<file path="src/msl_pkg.sv">
// Constants and types shared by the multidrop serial link design.
// Operation
// (RL1) Station answers only frames whose address equals its 0..31 setting.
// (RL2) Host addresses at most 32 stations on the shared bus.
// (RL3) Bit rate is 19200, 9600 or 4800, picked by the rate setting.
// (RL4) Characters carry seven or eight data bits.
// (RL5) Characters end with one or two stop bits.
// (RL6) Parity is none, odd or even; received parity is checked.
// (RL7) An optional waiting interval precedes the station reply.
// (RL8) Received 65520 becomes 8888 and 65535 becomes 9999.
// (RL9) New settings act only after a device reset.
// (RL10) No exchange when settings are invalid.
// (RL11) Stop/length codes: 0, 1, 10, 11 select 8/1, 8/2, 7/1, 7/2.
// (RL12) Consecutive errors above the 0..10 retry limit trip the link.
// (RL13) Retry limit 9999 never trips; minor fault shows while errors last.
// (RL14) One driver at a time; station releases the line after replying.
// (RL15) Frames carry a sum check; a mismatch counts as a receive error.
package msl_pkg;
  localparam int unsigned CLK_HZ        = 20_000_000;
  localparam int unsigned CLK_PERIOD_NS = 50;
  localparam int unsigned BPS_19200     = 19200;
  localparam int unsigned BPS_9600      = 9600;
  localparam int unsigned BPS_4800      = 4800;
  localparam int unsigned CYC_19200     = CLK_HZ / BPS_19200;
  localparam int unsigned CYC_9600      = CLK_HZ / BPS_9600;
  localparam int unsigned CYC_4800      = CLK_HZ / BPS_4800;
  localparam int          CW            = 13;
  localparam int          GAP_SHIFT     = 4;
  localparam int          GW            = CW + GAP_SHIFT;
  localparam logic [3:0]  WAIT_LAST     = 4'h9;

  localparam logic [15:0] ADDR_MAX      = 16'h001F;
  localparam logic [15:0] RATE_4800     = 16'h0030;
  localparam logic [15:0] RATE_9600     = 16'h0060;
  localparam logic [15:0] RATE_19200    = 16'h00C0;
  localparam logic [15:0] SL_8_1        = 16'h0000;
  localparam logic [15:0] SL_8_2        = 16'h0001;
  localparam logic [15:0] SL_7_1        = 16'h000A;
  localparam logic [15:0] SL_7_2        = 16'h000B;
  localparam logic [15:0] PAR_NONE      = 16'h0000;
  localparam logic [15:0] PAR_ODD       = 16'h0001;
  localparam logic [15:0] PAR_EVEN      = 16'h0002;
  localparam logic [15:0] RETRY_MAX     = 16'h000A;
  localparam logic [15:0] RETRY_INF     = 16'h270F;
  localparam logic [15:0] RETRY_INF_RAW = 16'hFFFF;
  localparam logic [15:0] RAW_8888      = 16'hFFF0;
  localparam logic [15:0] RAW_9999      = 16'hFFFF;
  localparam logic [15:0] VAL_8888      = 16'h22B8;
  localparam logic [15:0] VAL_9999      = 16'h270F;
  localparam logic [15:0] ADDR_RESET    = 16'h0000;
  localparam logic [15:0] RATE_RESET    = 16'h00C0;

  localparam logic [7:0]  CHAR_ACK      = 8'h06;
  localparam logic [7:0]  CHAR_NAK      = 8'h15;
  localparam logic [7:0]  CHAR_CR       = 8'h0D;
  localparam logic [7:0]  CHAR_LF       = 8'h0A;
  localparam logic [2:0]  LAST_BIT7     = 3'h6;
  localparam logic [2:0]  LAST_BIT8     = 3'h7;
  localparam logic [1:0]  IDX_LAST      = 2'h3;
  localparam logic [4:0]  ERR_SAT       = 5'h1F;

  typedef enum logic [2:0] {RX_IDLE, RX_START, RX_DATA, RX_PAR, RX_STOP}
    msl_rx_e;
  typedef enum logic [2:0] {TX_IDLE, TX_WAIT, TX_START, TX_DATA, TX_PAR,
    TX_STOP} msl_tx_e;

  function automatic logic [15:0] msl_xlate(input logic [15:0] raw);
    if (raw == RAW_8888)
      msl_xlate = VAL_8888;
    else if (raw == RAW_9999)
      msl_xlate = VAL_9999;
    else
      msl_xlate = raw;
  endfunction : msl_xlate
endpackage : msl_pkg

</file>
<file path="src/msl_buf_if.sv">
// Valid/ready word channel between the link logic and its buffer.
`timescale 1ns/1ps
`default_nettype none
interface msl_buf_if #(parameter int W = 16);
  logic [W-1:0] data;
  logic         valid;
  logic         ready;
  modport src (output data, output valid, input ready);
  modport snk (input data, input valid, output ready);
endinterface : msl_buf_if
`default_nettype wire

</file>
<file path="src/msl_fifo2.sv">
// Small valid/ready buffer for received parameter words.
`timescale 1ns/1ps
`default_nettype none
module msl_fifo2 #(
  parameter int W     = 16,
  parameter int DEPTH = 2
) (
  input wire logic mclk,
  input wire logic reset_n,
  msl_buf_if.snk   wr,
  msl_buf_if.src   rd
);
  localparam int AW = (DEPTH > 1) ? $clog2(DEPTH) : 1;
  logic [W-1:0] mem_ff [DEPTH];
  logic [AW-1:0] wp_ff;
  logic [AW-1:0] rp_ff;
  logic [AW:0]   cnt_ff;
  logic          push;
  logic          pop;

  assign wr.ready = (cnt_ff != (AW+1)'(DEPTH));
  assign rd.valid = (cnt_ff != '0);
  assign rd.data  = mem_ff[rp_ff];
  assign push     = wr.valid && wr.ready;
  assign pop      = rd.valid && rd.ready;

  always_ff @(posedge mclk or negedge reset_n)
  begin
    if (!reset_n)
    begin
      for (int i = 0; i < DEPTH; i++)
        mem_ff[i] <= '0;
      wp_ff <= '0;
    end
    else if (push)
    begin
      mem_ff[wp_ff] <= wr.data;
      wp_ff <= (wp_ff == AW'(DEPTH - 1)) ? '0 : wp_ff + 1'b1;
    end
  end

  always_ff @(posedge mclk or negedge reset_n)
  begin
    if (!reset_n)
      rp_ff <= '0;
    else if (pop)
      rp_ff <= (rp_ff == AW'(DEPTH - 1)) ? '0 : rp_ff + 1'b1;
  end

  always_ff @(posedge mclk or negedge reset_n)
  begin
    if (!reset_n)
      cnt_ff <= '0;
    else if (push && !pop)
      cnt_ff <= cnt_ff + 1'b1;
    else if (pop && !push)
      cnt_ff <= cnt_ff - 1'b1;
  end
endmodule : msl_fifo2
`default_nettype wire

</file>
<file path="src/msl_link.sv">
// Station side of the addressed half-duplex serial link.
`timescale 1ns/1ps
`default_nettype none
module msl_link #(
  parameter int unsigned BIT_CYC_19200 = msl_pkg::CYC_19200,
  parameter int unsigned BIT_CYC_9600  = msl_pkg::CYC_9600,
  parameter int unsigned BIT_CYC_4800  = msl_pkg::CYC_4800
) (
  input  wire logic        mclk,
  input  wire logic        reset_n,
  input  wire logic        rxd,
  output var  logic        txd,
  output var  logic        txd_oe,
  input  wire logic [15:0] station_address_setting,
  input  wire logic [15:0] link_bit_rate_setting,
  input  wire logic [15:0] stop_and_length_setting,
  input  wire logic [15:0] parity_setting,
  input  wire logic [15:0] retry_limit_setting,
  input  wire logic        terminator_enable,
  input  wire logic        wait_time_enable,
  output var  logic [15:0] rx_value,
  output var  logic        rx_value_valid,
  input  wire logic        rx_value_ready,
  output var  logic        link_active,
  output var  logic        link_error_trip,
  output var  logic        minor_fault_output
);
  import msl_pkg::*;

  logic [15:0]   act_addr_ff;
  logic [15:0]   act_limit_ff;
  logic [CW-1:0] bit_cyc_ff;
  logic          cfg_taken_ff, cfg_ok_ff, seven_ff, two_stop_ff;
  logic          par_en_ff, par_odd_ff, term_ff, wait_ff, inf_ff;
  logic          rxd_m_ff, rxd_s_ff;
  msl_rx_e       rx_st_ff;
  logic [CW-1:0] rx_cnt_ff;
  logic [2:0]    rx_bit_ff;
  logic [7:0]    rx_sh_ff;
  logic          rx_par_ff, rx_perr_ff, rx_done_ff, rx_err_ff;
  logic [GW-1:0] gap_ff;
  logic [1:0]    fr_idx_ff;
  logic [7:0]    fr_addr_ff, fr_hi_ff, fr_lo_ff, fr_sum_ff, fr_chk_ff;
  logic          fr_bad_ff, fr_done_ff;
  logic [4:0]    err_cnt_ff;
  logic          trip_ff;
  msl_tx_e       tx_st_ff;
  logic [CW-1:0] tx_cnt_ff;
  logic [3:0]    tx_bit_ff;
  logic [7:0]    tx_sh_ff;
  logic [1:0]    tx_idx_ff;
  logic          tx_par_ff, txd_ff, txd_oe_ff;
  logic          run, rx_tick, tx_tick, match, good, rsp_req, push, err_evt;
  logic [2:0]    last_bit;
  logic [15:0]   raw_word;

  msl_buf_if #(.W(16)) in_if ();
  msl_buf_if #(.W(16)) out_if ();

  msl_fifo2 #(.W(16), .DEPTH(2)) u_buf (
    .mclk    (mclk),
    .reset_n (reset_n),
    .wr      (in_if.snk),
    .rd      (out_if.src)
  );

  // Settings are sampled once after reset release, so later changes on the
  // setting inputs stay dormant until the next reset.
  always_ff @(posedge mclk or negedge reset_n)
  begin
    if (!reset_n)
    begin
      cfg_taken_ff <= 1'b0;
      cfg_ok_ff    <= 1'b0;
      act_addr_ff  <= ADDR_RESET;
      act_limit_ff <= '0;
      bit_cyc_ff   <= CW'(BIT_CYC_19200);
      seven_ff     <= 1'b0;
      two_stop_ff  <= 1'b0;
      par_en_ff    <= 1'b0;
      par_odd_ff   <= 1'b0;
      term_ff      <= 1'b0;
      wait_ff      <= 1'b0;
      inf_ff       <= 1'b0;
    end
    else if (!cfg_taken_ff) // RL9
    begin
      cfg_taken_ff <= 1'b1;
      act_addr_ff  <= station_address_setting;
      act_limit_ff <= retry_limit_setting;
      bit_cyc_ff   <= (link_bit_rate_setting == RATE_4800) ? // RL3
                      CW'(BIT_CYC_4800) :
                      (link_bit_rate_setting == RATE_9600) ?
                      CW'(BIT_CYC_9600) : CW'(BIT_CYC_19200);
      seven_ff     <= (stop_and_length_setting == SL_7_1) || // RL11
                      (stop_and_length_setting == SL_7_2);
      two_stop_ff  <= (stop_and_length_setting == SL_8_2) ||
                      (stop_and_length_setting == SL_7_2);
      par_en_ff    <= (parity_setting != PAR_NONE);
      par_odd_ff   <= (parity_setting == PAR_ODD);
      term_ff      <= terminator_enable;
      wait_ff      <= wait_time_enable;
      inf_ff       <= (retry_limit_setting == RETRY_INF) ||
                      (retry_limit_setting == RETRY_INF_RAW);
      cfg_ok_ff    <= (station_address_setting <= ADDR_MAX) && // RL10
                      ((link_bit_rate_setting == RATE_4800) ||
                       (link_bit_rate_setting == RATE_9600) ||
                       (link_bit_rate_setting == RATE_19200)) &&
                      ((stop_and_length_setting == SL_8_1) ||
                       (stop_and_length_setting == SL_8_2) ||
                       (stop_and_length_setting == SL_7_1) ||
                       (stop_and_length_setting == SL_7_2)) &&
                      (parity_setting <= PAR_EVEN) &&
                      ((retry_limit_setting <= RETRY_MAX) ||
                       (retry_limit_setting == RETRY_INF) ||
                       (retry_limit_setting == RETRY_INF_RAW));
    end
  end

  always_ff @(posedge mclk or negedge reset_n)
  begin
    if (!reset_n)
    begin
      rxd_m_ff <= 1'b1;
      rxd_s_ff <= 1'b1;
    end
    else
    begin
      rxd_m_ff <= rxd;
      rxd_s_ff <= rxd_m_ff;
    end
  end

  assign run      = cfg_ok_ff && !trip_ff; // RL10 RL12
  assign last_bit = seven_ff ? LAST_BIT7 : LAST_BIT8; // RL4
  assign rx_tick  = (rx_cnt_ff == '0);
  assign tx_tick  = (tx_cnt_ff == '0);

  always_ff @(posedge mclk or negedge reset_n)
  begin
    if (!reset_n)
    begin
      rx_st_ff <= RX_IDLE;
      rx_cnt_ff <= '0;
      rx_bit_ff <= '0;
      rx_sh_ff <= '0;
      rx_par_ff <= 1'b0;
      rx_perr_ff <= 1'b0;
      rx_done_ff <= 1'b0;
      rx_err_ff <= 1'b0;
    end
    else
    begin
      rx_done_ff <= 1'b0;
      rx_cnt_ff <= rx_tick ? bit_cyc_ff - 1'b1 : rx_cnt_ff - 1'b1;
      case (rx_st_ff)
        RX_IDLE:
          if (run && !rxd_s_ff && tx_st_ff == TX_IDLE)
          begin
            rx_st_ff <= RX_START;
            rx_cnt_ff <= bit_cyc_ff >> 1;
          end
        RX_START:
          if (rx_tick)
          begin
            rx_st_ff <= rxd_s_ff ? RX_IDLE : RX_DATA;
            rx_bit_ff <= '0;
            rx_sh_ff <= '0;
            rx_par_ff <= 1'b0;
            rx_perr_ff <= 1'b0;
          end
        RX_DATA:
          if (rx_tick)
          begin
            rx_sh_ff[rx_bit_ff] <= rxd_s_ff;
            rx_par_ff <= rx_par_ff ^ rxd_s_ff;
            rx_bit_ff <= rx_bit_ff + 1'b1;
            if (rx_bit_ff == last_bit)
              rx_st_ff <= par_en_ff ? RX_PAR : RX_STOP;
          end
        RX_PAR:
          if (rx_tick)
          begin
            rx_perr_ff <= ((rx_par_ff ^ rxd_s_ff) != par_odd_ff); // RL6
            rx_st_ff <= RX_STOP;
          end
        RX_STOP:
          if (rx_tick)
          begin
            // The second stop bit, if any, is simply idle line time.
            rx_done_ff <= 1'b1;
            rx_err_ff <= rx_perr_ff || !rxd_s_ff;
            rx_st_ff <= RX_IDLE;
          end
        default:
          rx_st_ff <= RX_IDLE;
      endcase
    end
  end

  // A long idle line realigns framing, so one lost character cannot shift
  // every later frame by one position.
  always_ff @(posedge mclk or negedge reset_n)
  begin
    if (!reset_n)
      gap_ff <= '0;
    else if (rx_st_ff != RX_IDLE || fr_idx_ff == '0)
      gap_ff <= '0;
    else if (gap_ff != (GW'(bit_cyc_ff) << GAP_SHIFT))
      gap_ff <= gap_ff + 1'b1;
  end

  always_ff @(posedge mclk or negedge reset_n)
  begin
    if (!reset_n)
    begin
      fr_idx_ff <= '0;
      fr_addr_ff <= '0;
      fr_hi_ff <= '0;
      fr_lo_ff <= '0;
      fr_sum_ff <= '0;
      fr_chk_ff <= '0;
      fr_bad_ff <= 1'b0;
      fr_done_ff <= 1'b0;
    end
    else
    begin
      fr_done_ff <= 1'b0;
      if (gap_ff == (GW'(bit_cyc_ff) << GAP_SHIFT))
        fr_idx_ff <= '0;
      else if (rx_done_ff)
      begin
        fr_idx_ff <= fr_idx_ff + 1'b1;
        fr_bad_ff <= (fr_idx_ff == '0) ? rx_err_ff : fr_bad_ff | rx_err_ff;
        fr_sum_ff <= (fr_idx_ff == '0) ? rx_sh_ff : fr_sum_ff + rx_sh_ff;
        case (fr_idx_ff)
          2'h0: fr_addr_ff <= rx_sh_ff;
          2'h1: fr_hi_ff <= rx_sh_ff;
          2'h2: fr_lo_ff <= rx_sh_ff;
          default:
          begin
            fr_chk_ff <= rx_sh_ff;
            fr_sum_ff <= fr_sum_ff;
            fr_done_ff <= 1'b1;
          end
        endcase
      end
    end
  end

  assign match    = ({8'h00, fr_addr_ff} == act_addr_ff); // RL1
  assign good     = !fr_bad_ff && (fr_sum_ff == fr_chk_ff); // RL15
  assign rsp_req  = fr_done_ff && match && run;
  assign raw_word = {fr_hi_ff, fr_lo_ff};
  assign push     = rsp_req && good && in_if.ready;
  assign err_evt  = rsp_req && !good; // RL15
  assign in_if.valid  = rsp_req && good;
  assign in_if.data   = msl_xlate(raw_word); // RL8
  assign out_if.ready = rx_value_ready;

  always_ff @(posedge mclk or negedge reset_n)
  begin
    if (!reset_n)
      err_cnt_ff <= '0;
    else if (err_evt && err_cnt_ff != ERR_SAT)
      err_cnt_ff <= err_cnt_ff + 1'b1; // RL12
    else if (push)
      err_cnt_ff <= '0;
  end

  always_ff @(posedge mclk or negedge reset_n)
  begin
    if (!reset_n)
      trip_ff <= 1'b0;
    else if (!inf_ff && {11'h000, err_cnt_ff} > act_limit_ff) // RL12 RL13
      trip_ff <= 1'b1;
  end

  always_ff @(posedge mclk or negedge reset_n)
  begin
    if (!reset_n)
    begin
      tx_st_ff <= TX_IDLE;
      tx_cnt_ff <= '0;
      tx_bit_ff <= '0;
      tx_sh_ff <= '0;
      tx_idx_ff <= '0;
      tx_par_ff <= 1'b0;
    end
    else
    begin
      tx_cnt_ff <= tx_tick ? bit_cyc_ff - 1'b1 : tx_cnt_ff - 1'b1;
      case (tx_st_ff)
        TX_IDLE:
          if (rsp_req)
          begin
            tx_sh_ff <= push ? CHAR_ACK : CHAR_NAK;
            tx_idx_ff <= '0;
            tx_bit_ff <= '0;
            tx_par_ff <= 1'b0;
            tx_cnt_ff <= bit_cyc_ff - 1'b1;
            tx_st_ff <= wait_ff ? TX_WAIT : TX_START; // RL7
          end
        TX_WAIT:
          if (tx_tick)
          begin
            tx_bit_ff <= tx_bit_ff + 1'b1;
            if (tx_bit_ff == WAIT_LAST)
              tx_st_ff <= TX_START;
          end
        TX_START:
          if (tx_tick)
          begin
            tx_bit_ff <= '0;
            tx_st_ff <= TX_DATA;
          end
        TX_DATA:
          if (tx_tick)
          begin
            tx_sh_ff <= tx_sh_ff >> 1;
            tx_par_ff <= tx_par_ff ^ tx_sh_ff[0];
            tx_bit_ff <= tx_bit_ff + 1'b1;
            if (tx_bit_ff[2:0] == last_bit) // RL4
            begin
              tx_bit_ff <= '0;
              tx_st_ff <= par_en_ff ? TX_PAR : TX_STOP;
            end
          end
        TX_PAR:
          if (tx_tick)
            tx_st_ff <= TX_STOP;
        TX_STOP:
          if (tx_tick)
          begin
            tx_par_ff <= 1'b0;
            if (two_stop_ff && tx_bit_ff == '0) // RL5
              tx_bit_ff <= 4'h1;
            else if (term_ff && tx_idx_ff != 2'h2)
            begin
              tx_idx_ff <= tx_idx_ff + 1'b1;
              tx_sh_ff <= (tx_idx_ff == '0) ? CHAR_CR : CHAR_LF;
              tx_st_ff <= TX_START;
            end
            else
              tx_st_ff <= TX_IDLE; // RL14
          end
        default:
          tx_st_ff <= TX_IDLE;
      endcase
    end
  end

  // Driver enable covers start to last stop bit only; the wait interval
  // leaves the line to the host so a late host frame cannot collide.
  always_ff @(posedge mclk or negedge reset_n)
  begin
    if (!reset_n)
    begin
      txd_ff <= 1'b1;
      txd_oe_ff <= 1'b0;
    end
    else
    begin
      txd_oe_ff <= (tx_st_ff == TX_START) || (tx_st_ff == TX_DATA) || // RL14
                   (tx_st_ff == TX_PAR) || (tx_st_ff == TX_STOP);
      case (tx_st_ff)
        TX_START: txd_ff <= 1'b0;
        TX_DATA:  txd_ff <= tx_sh_ff[0];
        TX_PAR:   txd_ff <= tx_par_ff ^ par_odd_ff; // RL6
        default:  txd_ff <= 1'b1;
      endcase
    end
  end

  assign txd                = txd_ff;
  assign txd_oe             = txd_oe_ff;
  assign rx_value           = out_if.data;
  assign rx_value_valid     = out_if.valid;
  assign link_active        = run;
  assign link_error_trip    = trip_ff;
  assign minor_fault_output = inf_ff && (err_cnt_ff != '0); // RL13
endmodule : msl_link
`default_nettype wire

</file>
<file path="config.mk">
export PLATFORM = sky130hd
export DESIGN_NAME = msl_link
export DESIGN_NICKNAME = d
export VERILOG_FILES = /design/src/msl_pkg.sv /design/src/msl_buf_if.sv /design/src/msl_fifo2.sv /design/src/msl_link.sv
export SDC_FILE = /design/constraint.sdc
export NUM_CORES = 1
export LEC_CHECK = 0
export ABC_AREA = 0
export BUFFER_PORTS_ARGS = -buffer_cell sky130_fd_sc_hd__buf_2
export CAP_MARGIN = 20
export CORE_MARGIN = 2
export CORE_UTILIZATION = 40
export CTS_CLUSTER_SIZE = 30
export DETAILED_ROUTE_END_ITERATION = 10
export SLEW_MARGIN = 25
export SYNTH_ARGS = -nofsm -noshare
export SYNTH_HDL_FRONTEND = slang
export SYNTH_SLANG_ARGS = --single-unit
</file>
<file path="constraint.sdc">
create_clock -name mclk -period 6.05 [get_ports mclk]
set_input_delay 0.3025 -clock mclk [delete_from_list [all_inputs] [get_ports mclk]]
set_output_delay 0.3025 -clock mclk [all_outputs]
set_load 0.03 [all_outputs]
</file>
## Word level (Yosys, flattened, before mapping)

Cells that the tools add are included.

- $add $sub $neg: 14
- Magnitude comparators: 9
- Eq/ne operators: 50
- Muxes and demuxes: 95
- Bitwise logic cells: 8
- Reductions and logical operators: 82

Operators by type and width:

| operator | count |
|---|---|
| $mux 16 | 6 |
| $mux 13 | 7 |
| $mux 8 | 8 |
| $mux 3 | 18 |
| $eq 16x16->1 const B | 3 |
| $sub 13x1->13 const B | 3 |
| $ne 2x2->1 const B | 19 |
| $mux 17 | 2 |
| $bwmux 32 | 1 |
| $eq 16x1->1 const B | 2 |
| $eq 16x4->1 const B | 2 |
| $mux 4 | 7 |
| $logic_not 13->1 | 2 |
| $pmux 8 s3 | 1 |
| $logic_and 1x1->1 | 23 |
| $mux 2 | 11 |
| $reduce_and 3->1 | 7 |
| $pmux 4 s5 | 1 |
| $pmux 3 s6 | 1 |
| $add 17x1->17 const B | 1 |
| $eq 17x17->1 | 1 |
| $mux 1 | 17 |
| $ne 17x17->1 | 1 |
| $demux 16 s1 | 1 |
| 61 further kinds | 113 |

- Flip-flop bits (word level): 223
- Bits of input ports: 86
- Output and inout bits: 22
- Logic and storage cells: 304

## Logic depth before layout (Yosys ltp)

Gate-level depths: netlist (run 1).

- Depth in word-level cells: 9
- Depth in mapped cells: 10
- Mapped depth without buffers: 9

## Hierarchy

A second synthesis (run 1) with hierarchy kept.

- Cell total of the unflattened synthesis: 1059
- Area total of the unflattened synthesis: 11178.2 um^2

By module, submodules not included:

| module | instances | cells an instance | area each (um^2) | sequential area each (um^2) |
|---|---|---|---|---|
| msl_link | 1 | 956 | 9477.8 | 4410.5 |
| msl_fifo2 | 1 | 103 | 1700.4 | 900.9 |

## Worst setup path before layout (run 1)

OpenSTA, ideal clock, no wires.

- Path kind: register -> register
- Start: register trip_ff (netlist: link_error_trip)
- End: register u_buf.mem_ff[27] in the netlist's numbering
- Library setup time: 0.125 ns
- Arrival: 2.374 ns
- Required time: 5.925 ns
- Slack: 3.551 ns
- Stages on the path, launching flop included: 9
- Buffers on the path: 2
- Clock period less this slack: 2.499 ns
- Cells stage by stage: dfrtp_1 -> nor4b_2 -> nand4_1 -> or3_1 -> buf_2 -> nand3b_4 -> nor2_2 -> buf_6 -> mux2_2

- Longest elaborated chain between the ends: 5

RTL lines:

| element | line | RTL |
|---|---|---|
| start: declaration | msl_link.sv:46 | `logic trip_ff;` |
| start signal: assignment | msl_link.sv:274 | `trip_ff <= 1'b0;` |
| start signal: assignment | msl_link.sv:276 | `trip_ff <= 1'b1;` |
| $logic_not 1->1 | msl_link.sv:134 | `assign run = cfg_ok_ff && !trip_ff;` |
| $logic_and 1x1->1 | msl_link.sv:134 |  |
| $logic_and 1x1->1 | msl_link.sv:253 | `assign rsp_req = fr_done_ff && match && run;` |
| $logic_and 1x1->1 | msl_link.sv:257 | `assign in_if.valid = rsp_req && good;` |
| $logic_and 1x1->1 | msl_fifo2.sv:24 | `assign push = wr.valid && wr.ready;` |
| end signal: indexed assignment | msl_fifo2.sv:37 | `mem_ff[wp_ff] <= wr.data;` |
| end: declaration | msl_fifo2.sv:14 | `logic [W-1:0] mem_ff [DEPTH];` |

Every way passes these cells.
A chain may end at the register's enable or synchronous reset.

## Final worst setup path (run 1)

- Start: register act_addr_ff[9]
- End: register u_buf.mem_ff[30] in the netlist's numbering

- Longest elaborated chain between the ends: 5

RTL lines:

| element | line | RTL |
|---|---|---|
| start: declaration | msl_link.sv:30 | `logic [15:0] act_addr_ff;` |
| start signal: assignment | msl_link.sv:89 | `act_addr_ff <= station_address_setting;` |
| $eq 8x16->1 | msl_link.sv:251 | `assign match = ({8'h00, fr_addr_ff} == act_addr_ff);` |
| $logic_and 1x1->1 (2 in series) | msl_link.sv:253 |  |
| $logic_and 1x1->1 | msl_link.sv:257 |  |
| $logic_and 1x1->1 | msl_fifo2.sv:24 |  |

Every way passes these cells.

==> reports/results.ini, run 1 <==
[setup_path]
cpPeakStageDelay_ns=0.82
critPathMaxFanout=16
r2r_cells=6
worstPathRequired_ns=6.44
cpMaxStageDelayCell=nor2_2
endpoint=u_buf.mem_ff[30]$_DFFE_PN0P_
reg2reg_from=act_addr_ff[9]$_DFFE_PN0N_
end_kind=register
crit_family=simple AND/OR/NAND/NOR gates
r2r-end=u_buf.mem_ff[30]$_DFFE_PN0P_
crit_buf_inv=0
crit_chain=nor4b_2 > nand4_1 > or3_1 > nand3b_4 > nor2_2 > mux2_2
critical_path_arrival_ns=3.50
path_depth=6
r2r_slack_ns=2.94
crit_start=act_addr_ff[9]$_DFFE_PN0N_
crit_path_start_kind=register
worstSetupPathType=reg2reg

[grt]
grt_usage_pct=17.7
antenna_found_initial=0
grt_pass1_wl_um=41800
grt_max_degree=97
grt_pass1_vias=8087
grt.overflow.total=0

[finish]
nFillCells=2662
multi_input_area_um2=5450
diodes=0
regArea_um2=5310
nets=1273
synthToLayoutAreaGrowth_pct=14.9
drive_gt1_share_pct=24.5
fin_cells=1547

[synth]
synth_fp_nets=1177
ys.flop_type=dfrtp_1
seq_area_frac_synth_pct=47.5
syn_inst=1057
synth-edff-count=0
syn_area_per_cell_um2=10.6
synth_cell_types=74
synth-async-reset-ratio_pct=100
syn_area_um2=11200
synth-warning-count=0
ys_seq_elements=212

[timing]
slew_viol_final=0
skew_ns=0.0159
layout_min_cycle_time_ns=3.11
final-setup-viol-count=0
slew_headroom_pct=33.1
grt_setup_unrepaired=false
fmax_mhz=321
finalCritPeriodShare_pct=51.4
fin_setup_tns_ns=0
tightest_slew_ns=1.00
hold_viol_final=0

[placed_design]
dp_hpwl_um=18400
place_congestion=0.822
port_buffers=107
placedCellCount=1501

[pwr]
power_frac_comb_pct=5.7
leakage_nw=5.84
power_frac_clock_pct=47.0
peakVddDrop_v=0.000175
powerDensity_nw_per_um2=244
swShare_pct=22.2
p_seq_share_pct=47.3
power.switching_w=0.000696
p_int_w=0.00244

[detailed_routing]
num_vias=8161
via_per_inst=5.28
drc=0
ant_nets=0
totalWireLength_um=25300
drt-wirelength-per-cell_um=16.3
drtIter0Drc=479
drt-pass1-iter-count=5

[clock_network]
cts.sinks=212
cts.path.max_buffers=3
clkTransAtPathRegs_ns=0.06
cts_setup_buffers=0
cts-resized-gates=0
cts_buffers=25
htree_levels=1
cts-root-buf=clkbuf_16
tritoncts=built
clk_latency_ns=0.52

[die]
io_pins=108
num_rows=61
die_area_um2=29300
initial_core_util_pct=40.5
die_y_um=171
die_w_um=171
coreArea_um2=27600

[flow_run]
drv_cap=0

[worst_hold_path]
min_path_type=in2reg
worstHoldStart=wait_time_enable

[status]
status=completed

==> state kept, by name, indices dropped and copies added, names as in the netlist, 13 cells and up <==
signal and flops:
gap_ff 17, rx_cnt_ff 13, u_buf.mem_ff 32, act_addr_ff 16, act_limit_ff 16, tx_cnt_ff 13
==> per-layer routing <==
metal / GRT usage [%] / part of all wire [%]
met4: 4.46 / 2.2
met3: 2.49 / 3.7
met5: 0 / 0
met2: 30.5 / 48
met1: 23.6 / 46
==> per-stage QoR <==
| stage | total power, W | hold slack (ns) | area [um^2] | worst slack (ns) | utilization (%) |
|---|---|---|---|---|---|
| CTS | 0.00319 | 0.00421 | 12900 | 2.91 | 46.5 |
| detailed placement | 0.00169 | 0.365 | 12000 | 2.94 | 43.5 |
| finish | 0.00314 | 0.0217 | 12900 | 2.94 | 46.5 |
| global placement | 0.00169 | 0.365 | 12000 | 3.00 | 43.5 |
| floorplan | 0.00160 | 0.00691 | 11200 | 3.55 | - |
| global route | 0.00329 | 0.0141 | 12900 | 2.82 | 46.5 |
==> power by group through the flow <==
| stage | Combinational (W) | Sequential, W | Clock [W] |
|---|---|---|---|
| 3_5_place_dp | 0.000183 | 0.00151 | 0 |
| 2_1_floorplan | 0.000103 | 0.00150 | 0 |
| 5_1_grt | 0.000206 | 0.00149 | 0.00159 |
| 6_report | 0.000180 | 0.00149 | 0.00148 |
| 3_3_place_gp | 0.000179 | 0.00151 | 0 |
| 4_1_cts | 0.000185 | 0.00148 | 0.00152 |
==> synthesized netlist by cell type (3+ instances only) <==
cell type | n | area, um^2
nor2b_1 | 14 | 87.6
dfrtp_1 | 207 | 5180
clkbuf_1 | 29 | 109
o22ai_1 | 5 | 31.3
a31oi_1 | 9 | 56.3
ha_1 | 33 | 413
buf_2 | 4 | 20.0
o21ai_0 | 58 | 290
o21a_1 | 3 | 22.5
a211oi_1 | 5 | 37.5
nor3_1 | 20 | 100
a22oi_1 | 4 | 30.0
xor2_1 | 28 | 245
nand2b_1 | 9 | 56.3
a21boi_0 | 3 | 22.5
a22o_1 | 4 | 35.0
o21ai_1 | 3 | 15.0
mux2i_1 | 21 | 210
nand3_1 | 28 | 140
mux2_4 | 32 | 480
and2_4 | 4 | 35.0
and3_1 | 10 | 62.6
or4_1 | 11 | 82.6
dfstp_2 | 5 | 131
a21oi_1 | 56 | 280
xnor2_1 | 41 | 359
nor2_1 | 88 | 330
a21o_1 | 5 | 37.5
or3_1 | 11 | 68.8
nand2_1 | 56 | 210
inv_1 | 54 | 203
o211ai_1 | 4 | 30.0
buf_6 | 7 | 78.8
mux2_2 | 76 | 856
buf_1 | 4 | 15.0
nand4_1 | 21 | 131
or2_2 | 6 | 37.5
o2111ai_1 | 3 | 26.3
nor3b_1 | 10 | 75.1
o31ai_1 | 6 | 45.0
nand3b_1 | 3 | 22.5
nor4_1 | 18 | 113
==> placed cells by master, fill, tap and decap left out, drive strengths merged, types with 6 or more instances in the layout <==
cell type / Yosys / layout
nor3b: 10 / 10
mux2: 108 / 108
or3: 11 / 11
nand4: 21 / 21
buf: 16 / 111
inv: 54 / 55
a21oi: 56 / 56
ha: 33 / 33
or4: 12 / 12
xnor2: 41 / 41
nand2: 57 / 57
o21ai: 61 / 61
xor2: 28 / 28
and3: 10 / 10
nor3: 21 / 21
a31oi: 9 / 9
nand2b: 9 / 9
clkbuf: 29 / 36
o31ai: 6 / 6
mux2i: 21 / 21
nor2: 89 / 89
nor4: 20 / 20
dfrtp: 207 / 207
or2: 6 / 6
nor2b: 14 / 14
nand3: 28 / 28
==> worst reg2reg max path, delay by kind of cell (launching register included) <==
| kind | cells | cell delay [ns] |
|---|---|---|
| and+or+nand+nor | 5 | 2.17 |
| DFF | 1 | 0.38 |
| muxes | 1 | 0.43 |
==> cell families (layout without fill, tap and decap cells) <==
| group | after synthesis | after routing | share of synthesized area (%) |
|---|---|---|---|
| DFF | 212 | 212 | 47.5 |
| AOI/OAI and AO/OA | 184 | 184 | 9.94 |
| buffers and inverters | 100 | 212 | 3.90 |
| and+or+nand+nor | 328 | 328 | 15.6 |
| other | 1 | 1 | 0.0335 |
| muxes | 129 | 129 | 13.8 |
| adders and majority gates | 34 | 34 | 3.87 |
| xor gates and xnor gates | 69 | 69 | 5.40 |
==> cell type report <==
| cell class | instances | area share, % |
|---|---|---|
| Multi-Input combinational cell | 745 | 42.4 |
| Inverter | 55 | 1.61 |
| Timing Repair Buffer | 114 | 4.71 |
| Sequential cell | 212 | 41.3 |
| Clock inverter | 7 | 0.730 |
| Clock buffer | 36 | 5.58 |
| Tap cell | 378 | 3.68 |
==> worst min-delay path by stage <==
stage | to | slack (ns) | cells after the start
after floorplan | act_addr_ff[0]$_DFFE_PN0N_ | 0.007 | 0
after CTS | wait_ff$_DFFE_PN0N_ | 0.004 | 2
after global routing | act_addr_ff[0]$_DFFE_PN0N_ | 0.01 | 2
after global placement | rxd_s_ff$_DFF_PN1_ | 0.36 | 0
final | wait_ff$_DFFE_PN0N_ | 0.02 | 2
after detailed placement | rxd_s_ff$_DFF_PN1_ | 0.36 | 0
==> repair_timing <==
item	4_1_cts	5_1_grt
endpoints found under the hold margin	95	0
hold buffers	3	0
endpoints found under the setup margin	0	0
(Power assumes the default switching activity.)
==> inputs of run 2 (changes only) <==
- clock period: 6.05 -> 2.98 ns (I/O delays scaled with it)
==> run 2 against run 1 <==
Effect of this change:
- fmax grew 20%
- clock skew fell by 0.0049 ns
- worst setup slack worse by 2.6 ns
- final area grew 4.1%
- clock power increased by 100%
- utilization up 1.9 points
- critical path depth is the same
- clock-buffer cell count shrank 1
- power rose by 100%
- combinational power increased by 130%
- register-to-register slack got worse by 2.6 ns
- wire length grew 3.6%
- highest routed layer unchanged
==> reports/results.ini, run 2 (synthesis gave the netlist of run 1 again) <==
[status]
status=completed

[finish]
design_area_um2=13400  ; +4.1%
max_flop_register=u_buf.mem_ff
nets=1329  ; +4.4%
final_common_cell=dfrtp_1
top_regs=u_buf.mem_ff: 32 flops, gap_ff: 17 flops
final_cell_mix=dfrtp_1, buf_2, nor2_1, mux2_2, o21ai_0
largest_reg_flops=32  ; unchanged
fin_cells=1601  ; +3.5%
diodes=0  ; unchanged
nFillCells=2587  ; -2.8%
synthToLayoutAreaGrowth_pct=19.6
drive_gt1_share_pct=24.4  ; about the same

[timing]
hold_viol_final=0  ; unchanged
fmax_mhz=386  ; +20%
final-setup-viol-count=0  ; unchanged
layout_min_cycle_time_ns=2.59  ; -0.518 ns
tightest_slew_ns=0.947  ; -0.0556 ns
slew_headroom_pct=36.8  ; +3.6 points
slew_viol_final=0  ; unchanged
skew_ns=0.0110  ; -0.00491 ns
fin_setup_tns_ns=0  ; unchanged
grt_setup_unrepaired=false
finalCritPeriodShare_pct=87.0  ; +36 points

[detailed_routing]
via_per_inst=5.25  ; -0.47%
drtIter0Drc=414  ; -14%
totalWireLength_um=26200  ; +3.6%
num_vias=8406  ; +3.0%
ant_nets=0  ; unchanged
drt-wirelength-per-cell_um=16.4  ; about the same
drt-pass1-iter-count=5  ; unchanged
drc=0  ; unchanged

[pwr]
p_int_w=0.00501  ; +110%
peakVddDrop_v=0.000385  ; +120%
power_frac_clock_pct=46.7  ; -0.3 points
powerDensity_nw_per_um2=480  ; +97%
p_seq_share_pct=46.8  ; -0.5 points
total_power_w=0.00643  ; +100%
leakage_nw=6.10  ; +4.4%
power_frac_comb_pct=6.5  ; +0.8 points
power.switching_w=0.00142  ; +100%
swShare_pct=22.1  ; -0.11 points

[worst_hold_path]
min_path_type=in2reg
worstHoldStart=stop_and_length_setting[9]
holdPathStages=4  ; +2
hold_end=seven_ff$_DFFE_PN0N_

[clock_network]
cts.path.max_buffers=3  ; unchanged
cts.sinks=212  ; unchanged
cts_buffers=25  ; unchanged
clkTransAtPathRegs_ns=0.06  ; about the same
cts_setup_buffers=0  ; unchanged
htree_levels=1  ; unchanged
cts-root-buf=clkbuf_16
cts-resized-gates=0  ; unchanged
hold_buffers=45  ; +42
clk_latency_ns=0.52  ; about the same
tritoncts=built

[setup_path]
end_kind=register
worstPathRequired_ns=3.38  ; -3.06 ns
r2r_cells=6  ; unchanged
worstSetupPathType=reg2reg
reg2reg_from=act_addr_ff[9]$_DFFE_PN0N_
critPathMaxFanout=7  ; -9
crit_path_start_kind=register
critical_path_arrival_ns=3.00  ; -0.50 ns
r2r_slack_ns=0.39  ; -2.55 ns
r2r-end=tx_sh_ff[1]$_DFFE_PN0P_

[grt]
antenna_found_initial=0  ; unchanged
grt.overflow.total=0  ; unchanged
grt_pass1_wl_um=43200  ; +3.2%
grt_pass1_vias=8377  ; +3.6%
grt_max_degree=96  ; -1.0%
grt_usage_pct=18.3  ; +0.57 points

[die]
initial_core_util_pct=40.5  ; unchanged
die_y_um=171  ; unchanged
die_w_um=171  ; unchanged
die_area_um2=29300  ; unchanged
coreArea_um2=27600  ; unchanged
num_rows=61  ; unchanged
io_pins=108  ; unchanged

[placed_design]
port_buffers=107  ; unchanged
dp_hpwl_um=18700  ; +1.9%
dpl_cell_area_um2=12100  ; +0.98%
placedCellCount=1515  ; +0.93%
place_congestion=0.849  ; +3.4%

[flow_run]
drv_cap=0  ; unchanged

[run 2: changes by cell type in the layout (fill, tap and decap cells not counted), sizes merged]
cell,previous run,this run
buf,111,125
clkbuf,36,35
clkinv,3,4
clkinvlp,2,0
dlygate4sd3,3,45
[run 2: worst max-delay path by stage]
stage	from	to	slack (ns)
2_1_floorplan	link_error_trip$_DFFE_PN0P_	u_buf.mem_ff[27]$_DFFE_PN0P_	0.48
3_3_place_gp	gap_ff[0]$_DFFE_PN0P_	fr_sum_ff[7]$_DFFE_PN0P_	0.43
3_5_place_dp	act_addr_ff[9]$_DFFE_PN0N_	tx_sh_ff[4]$_DFFE_PN0P_	0.39
4_1_cts	act_addr_ff[9]$_DFFE_PN0N_	tx_sh_ff[1]$_DFFE_PN0P_	0.35
5_1_grt	act_addr_ff[9]$_DFFE_PN0N_	tx_sh_ff[4]$_DFFE_PN0P_	0.19
6_report	act_addr_ff[9]$_DFFE_PN0N_	tx_sh_ff[1]$_DFFE_PN0P_	0.39
[run 2: area by class of cell]
| class | instances | area, um^2 | area share [%] |
|---|---|---|---|
| clock buffer | 35 | 723 | 5.40 |
| clock inverter | 6 | 83.8 | 0.626 |
| inverter | 55 | 206 | 1.54 |
| multi-input combinational | 745 | 5440 | 40.7 |
| sequential | 212 | 5310 | 39.7 |
| tap | 378 | 473 | 3.53 |
| timing repair buffer | 170 | 1140 | 8.54 |
[run 2: critical path, stage by stage (launching register included)]
cell and delay [ns]:
dfrtp_1 0.38, nor4b_2 0.36, nand4_1 0.16, or3_1 0.51, nand2b_1 0.21, a221oi_2 0.47, mux2_2 0.40
[run 2: metal layers]
metal	global-route usage, %	wire length, um	vias up
met4	5.64	782	0
met3	2.21	1060	51
met5	0	0	-
met1	23.8	11500	4098
met2	31.9	12900	197
li1	-	-	4060
[run 2: stage by stage]
step | hold slack (ns) | worst slack, ns | util, %
final | 0.0258 | 0.386 | 48.4
after global routing | 0.0352 | 0.190 | 48.4
after CTS | 0.00881 | 0.353 | 48.4
after detailed placement | 0.149 | 0.388 | 43.9
after global placement | 0.156 | 0.429 | 43.9
after floorplan | -0.147 | 0.481 | -
[run 2: power by group through the flow]
stage / Clock, W / Combinational, W / Sequential [W]
4_1_cts: 0.00308 / 0.000423 / 0.00301
2_1_floorplan: 0 / 0.000210 / 0.00305
3_5_place_dp: 0 / 0.000379 / 0.00306
6_report: 0.00301 / 0.000415 / 0.00301
3_3_place_gp: 0 / 0.000370 / 0.00306
5_1_grt: 0.00320 / 0.000473 / 0.00302
==> inputs of run 3 (changes only) <==
- ABC_AREA: 0 -> 1
- CTS_CLUSTER_SIZE: 30 -> 28
==> run 3 against run 2 <==
Effect of this change:
- utilization rose by 0.13 points
- largest cell class unchanged
- final cell count up 28%
- combinational power rose by 23%
- power up 7.9%
- clock power up 14%
- clock-buffer cell count up 5
- largest power group is now clock
- critical path depth up 3
- die area is 5.5% higher
- non-clock buffer count is 14 lower
- synthesized cell count rose by 41%
- sequential cell count unchanged
==> reports/results.ini, run 3 <==
[flow_run]
drv_cap=0  ; unchanged

[finish]
nets=1760  ; +32%
max_flop_register=u_buf.mem_ff
fin_cells=2044  ; +28%
top_regs=u_buf.mem_ff: 32 flops, gap_ff: 17 flops
diodes=0  ; unchanged
nFillCells=2827  ; +9.3%
largest_reg_flops=32  ; unchanged
final_cell_mix=nand2_1, dfrtp_1, inv_1, buf_2, nor2_1
synthToLayoutAreaGrowth_pct=18.9
drive_gt1_share_pct=16.4  ; -8.1 points
final_common_cell=nand2_1

[synth]
synth-warning-count=0  ; unchanged
synth_fp_nets=1612  ; +37%
synth-async-reset-ratio_pct=100  ; unchanged
ys.flop_type=dfrtp_1
seq_area_frac_synth_pct=44.9  ; -2.5 points
synthTopCellsByArea=dfrtp_1, nand2_1, inv_1
synth_cell_types=56  ; -24%
syn_area_per_cell_um2=7.92  ; -25%
synth-edff-count=0  ; unchanged
ys_top_cells_by_count=nand2_1, dfrtp_1, inv_1, nor2_1, o21ai_0
synth_top_area_share_pct=43.8  ; -2.5 points
ys_seq_elements=212  ; unchanged
synth.largest_area_cell=dfrtp_1
synth.most_common_cell=nand2_1
syn_inst=1492  ; +41%
syn_area_um2=11800  ; +5.7%

[placed_design]
place_congestion=0.865  ; +1.8%
placedCellCount=1952  ; +29%
place_ws_ns=0.714  ; +0.326 ns
dp_hpwl_um=20900  ; +12%
port_buffers=107  ; unchanged

[setup_path]
r2r_cells=9  ; +3
worstPathRequired_ns=3.39  ; about the same
critPathMaxFanout=17  ; +10
critical_path_arrival_ns=2.74  ; -0.26 ns
end_kind=register
worstSetupPathType=reg2reg
crit_path_start_kind=register

[clock_network]
cts_setup_buffers=0  ; unchanged
cts-root-buf=clkbuf_16
cts.sinks=212  ; unchanged
tritoncts=built
htree_levels=1  ; unchanged
cts.path.max_buffers=3  ; unchanged
cts_buffers=26  ; +4.0%
clkTransAtPathRegs_ns=0.06  ; about the same
clk_latency_ns=0.53  ; about the same
hold_buffers=44  ; -2.2%
cts-resized-gates=0  ; unchanged

[timing]
fmax_mhz=430  ; +11%
fin_ws_ns=0.653  ; +0.267 ns
slew_viol_final=0  ; unchanged
finalCritPeriodShare_pct=78.1  ; -9.0 points
skew_ns=0.0104  ; -0.000546 ns
layout_min_cycle_time_ns=2.33  ; -0.267 ns
final-setup-viol-count=0  ; unchanged
grt_setup_unrepaired=false
tightest_slew_ns=0.935  ; -0.0118 ns
hold_viol_final=0  ; unchanged
slew_headroom_pct=37.4  ; +0.69 points
fin_setup_tns_ns=0  ; unchanged
whs_ns=0.0392  ; +0.0134 ns

[die]
die_w_um=176  ; +2.7%
num_rows=62  ; +1.6%
die_y_um=176  ; +2.7%
initial_core_util_pct=40.9  ; +0.36 points
die_area_um2=31000  ; +5.5%
io_pins=108  ; unchanged
coreArea_um2=28900  ; +4.7%

[grt]
grt_pass1_vias=9778  ; +17%
grt_pass1_wl_um=49000  ; +14%
grt.overflow.total=0  ; unchanged
antenna_found_initial=0  ; unchanged
grt_max_degree=84  ; -13%
grt_usage_pct=19.3  ; +1.0 points

[detailed_routing]
drt-wirelength-per-cell_um=14.1  ; -14%
drt-pass1-iter-count=5  ; unchanged
drtIter0Drc=652  ; +57%
via_per_inst=4.88  ; -7.1%
ant_nets=0  ; unchanged
totalWireLength_um=28900  ; +10%
num_vias=9974  ; +19%
drc=0  ; unchanged

[worst_hold_path]
holdPathStages=5  ; +1
min_path_type=in2reg

[pwr]
leakage_nw=6.93  ; +14%
powerDensity_nw_per_um2=494  ; +2.8%
peakVddDrop_v=0.000322  ; -16%

[status]
status=completed

==> run 3: final cells by class <==
cell class	instances	area (um^2)	share of cell area (%)
Multi-Input combinational cell	1044	5510	39.2
Sequential cell	212	5310	37.8
Timing Repair Buffer	156	1050	7.46
Clock buffer	40	805	5.72
Inverter	200	752	5.35
Tap cell	384	480	3.42
Clock inverter	8	144	1.02
==> run 3: power by group <==
part	switching (W)	leakage, nW	total [W]	internal, W
Clock	0.00124	0.469	0.00344	0.00220
Sequential	0.0000413	2.79	0.00299	0.00295
Combinational	0.000328	3.68	0.000510	0.000182
Total	0.00161	6.93	0.00694	0.00533
==> run 3: logic make-up (layout without fill, tap and decap cells) <==
group                      after synthesis  count (layout)  synth area share (%)
and+or+nand+nor                        706             706                  26.8
AOI/OAI and AO/OA                      263             263                  13.2
buffers and inverters                  236             404                  8.44
DFF                                    212             212                  44.9
xor gates and xnor gates                39              39                  2.89
adders and majority gates               34              34                  3.66
other                                    1               1                0.0317
muxes                                    1               1                0.0847
==> run 3: critical path, stage by stage (launching register included) <==
cell     delay [ns]
dfrtp_1        0.40
inv_1          0.10
ha_1           0.15
inv_1          0.04
nor4_1         0.52
nand2_1        0.35
nand2_2        0.35
inv_1          0.12
o21ai_0        0.10
nand2_1        0.07
==> run 3: through the flow <==
stage                     area, um^2  power, W  utilization, %
after global routing           14100   0.00722            48.6
after floorplan                11800   0.00329               -
after detailed placement       12700   0.00352            43.8
final                          14100   0.00694            48.6
after CTS                      14100   0.00704            48.6
after global placement         12700   0.00351            43.8
==> run 3: final timing paths <==
path,startpoint,to,slack (ns)
max reg2reg,tx_cnt_ff[0]$_DFF_PN0_,tx_cnt_ff[4]$_DFF_PN0_,0.65
max in group asynchronous,reset_n,txd$_DFF_PN1_,1.98
max,tx_cnt_ff[0]$_DFF_PN0_,tx_cnt_ff[4]$_DFF_PN0_,0.65
min in group asynchronous,reset_n,u_buf.mem_ff[26]$_DFFE_PN0P_,0.15
min,link_bit_rate_setting[6],bit_cyc_ff[11]$_DFFE_PN0N_,0.04
min reg2reg,rxd_m_ff$_DFF_PN1_,rxd_s_ff$_DFF_PN1_,0.35
==> run 3: layer usage <==
| metal | vias to the layer above | GRT usage, % | wire (um) |
|---|---|---|---|
| met5 | - | 0 | 0 |
| li1 | 5089 | - | - |
| met3 | 44 | 2.99 | 1290 |
| met1 | 4649 | 25.5 | 12900 |
| met2 | 192 | 33.5 | 14100 |
| met4 | 0 | 4.51 | 595 |
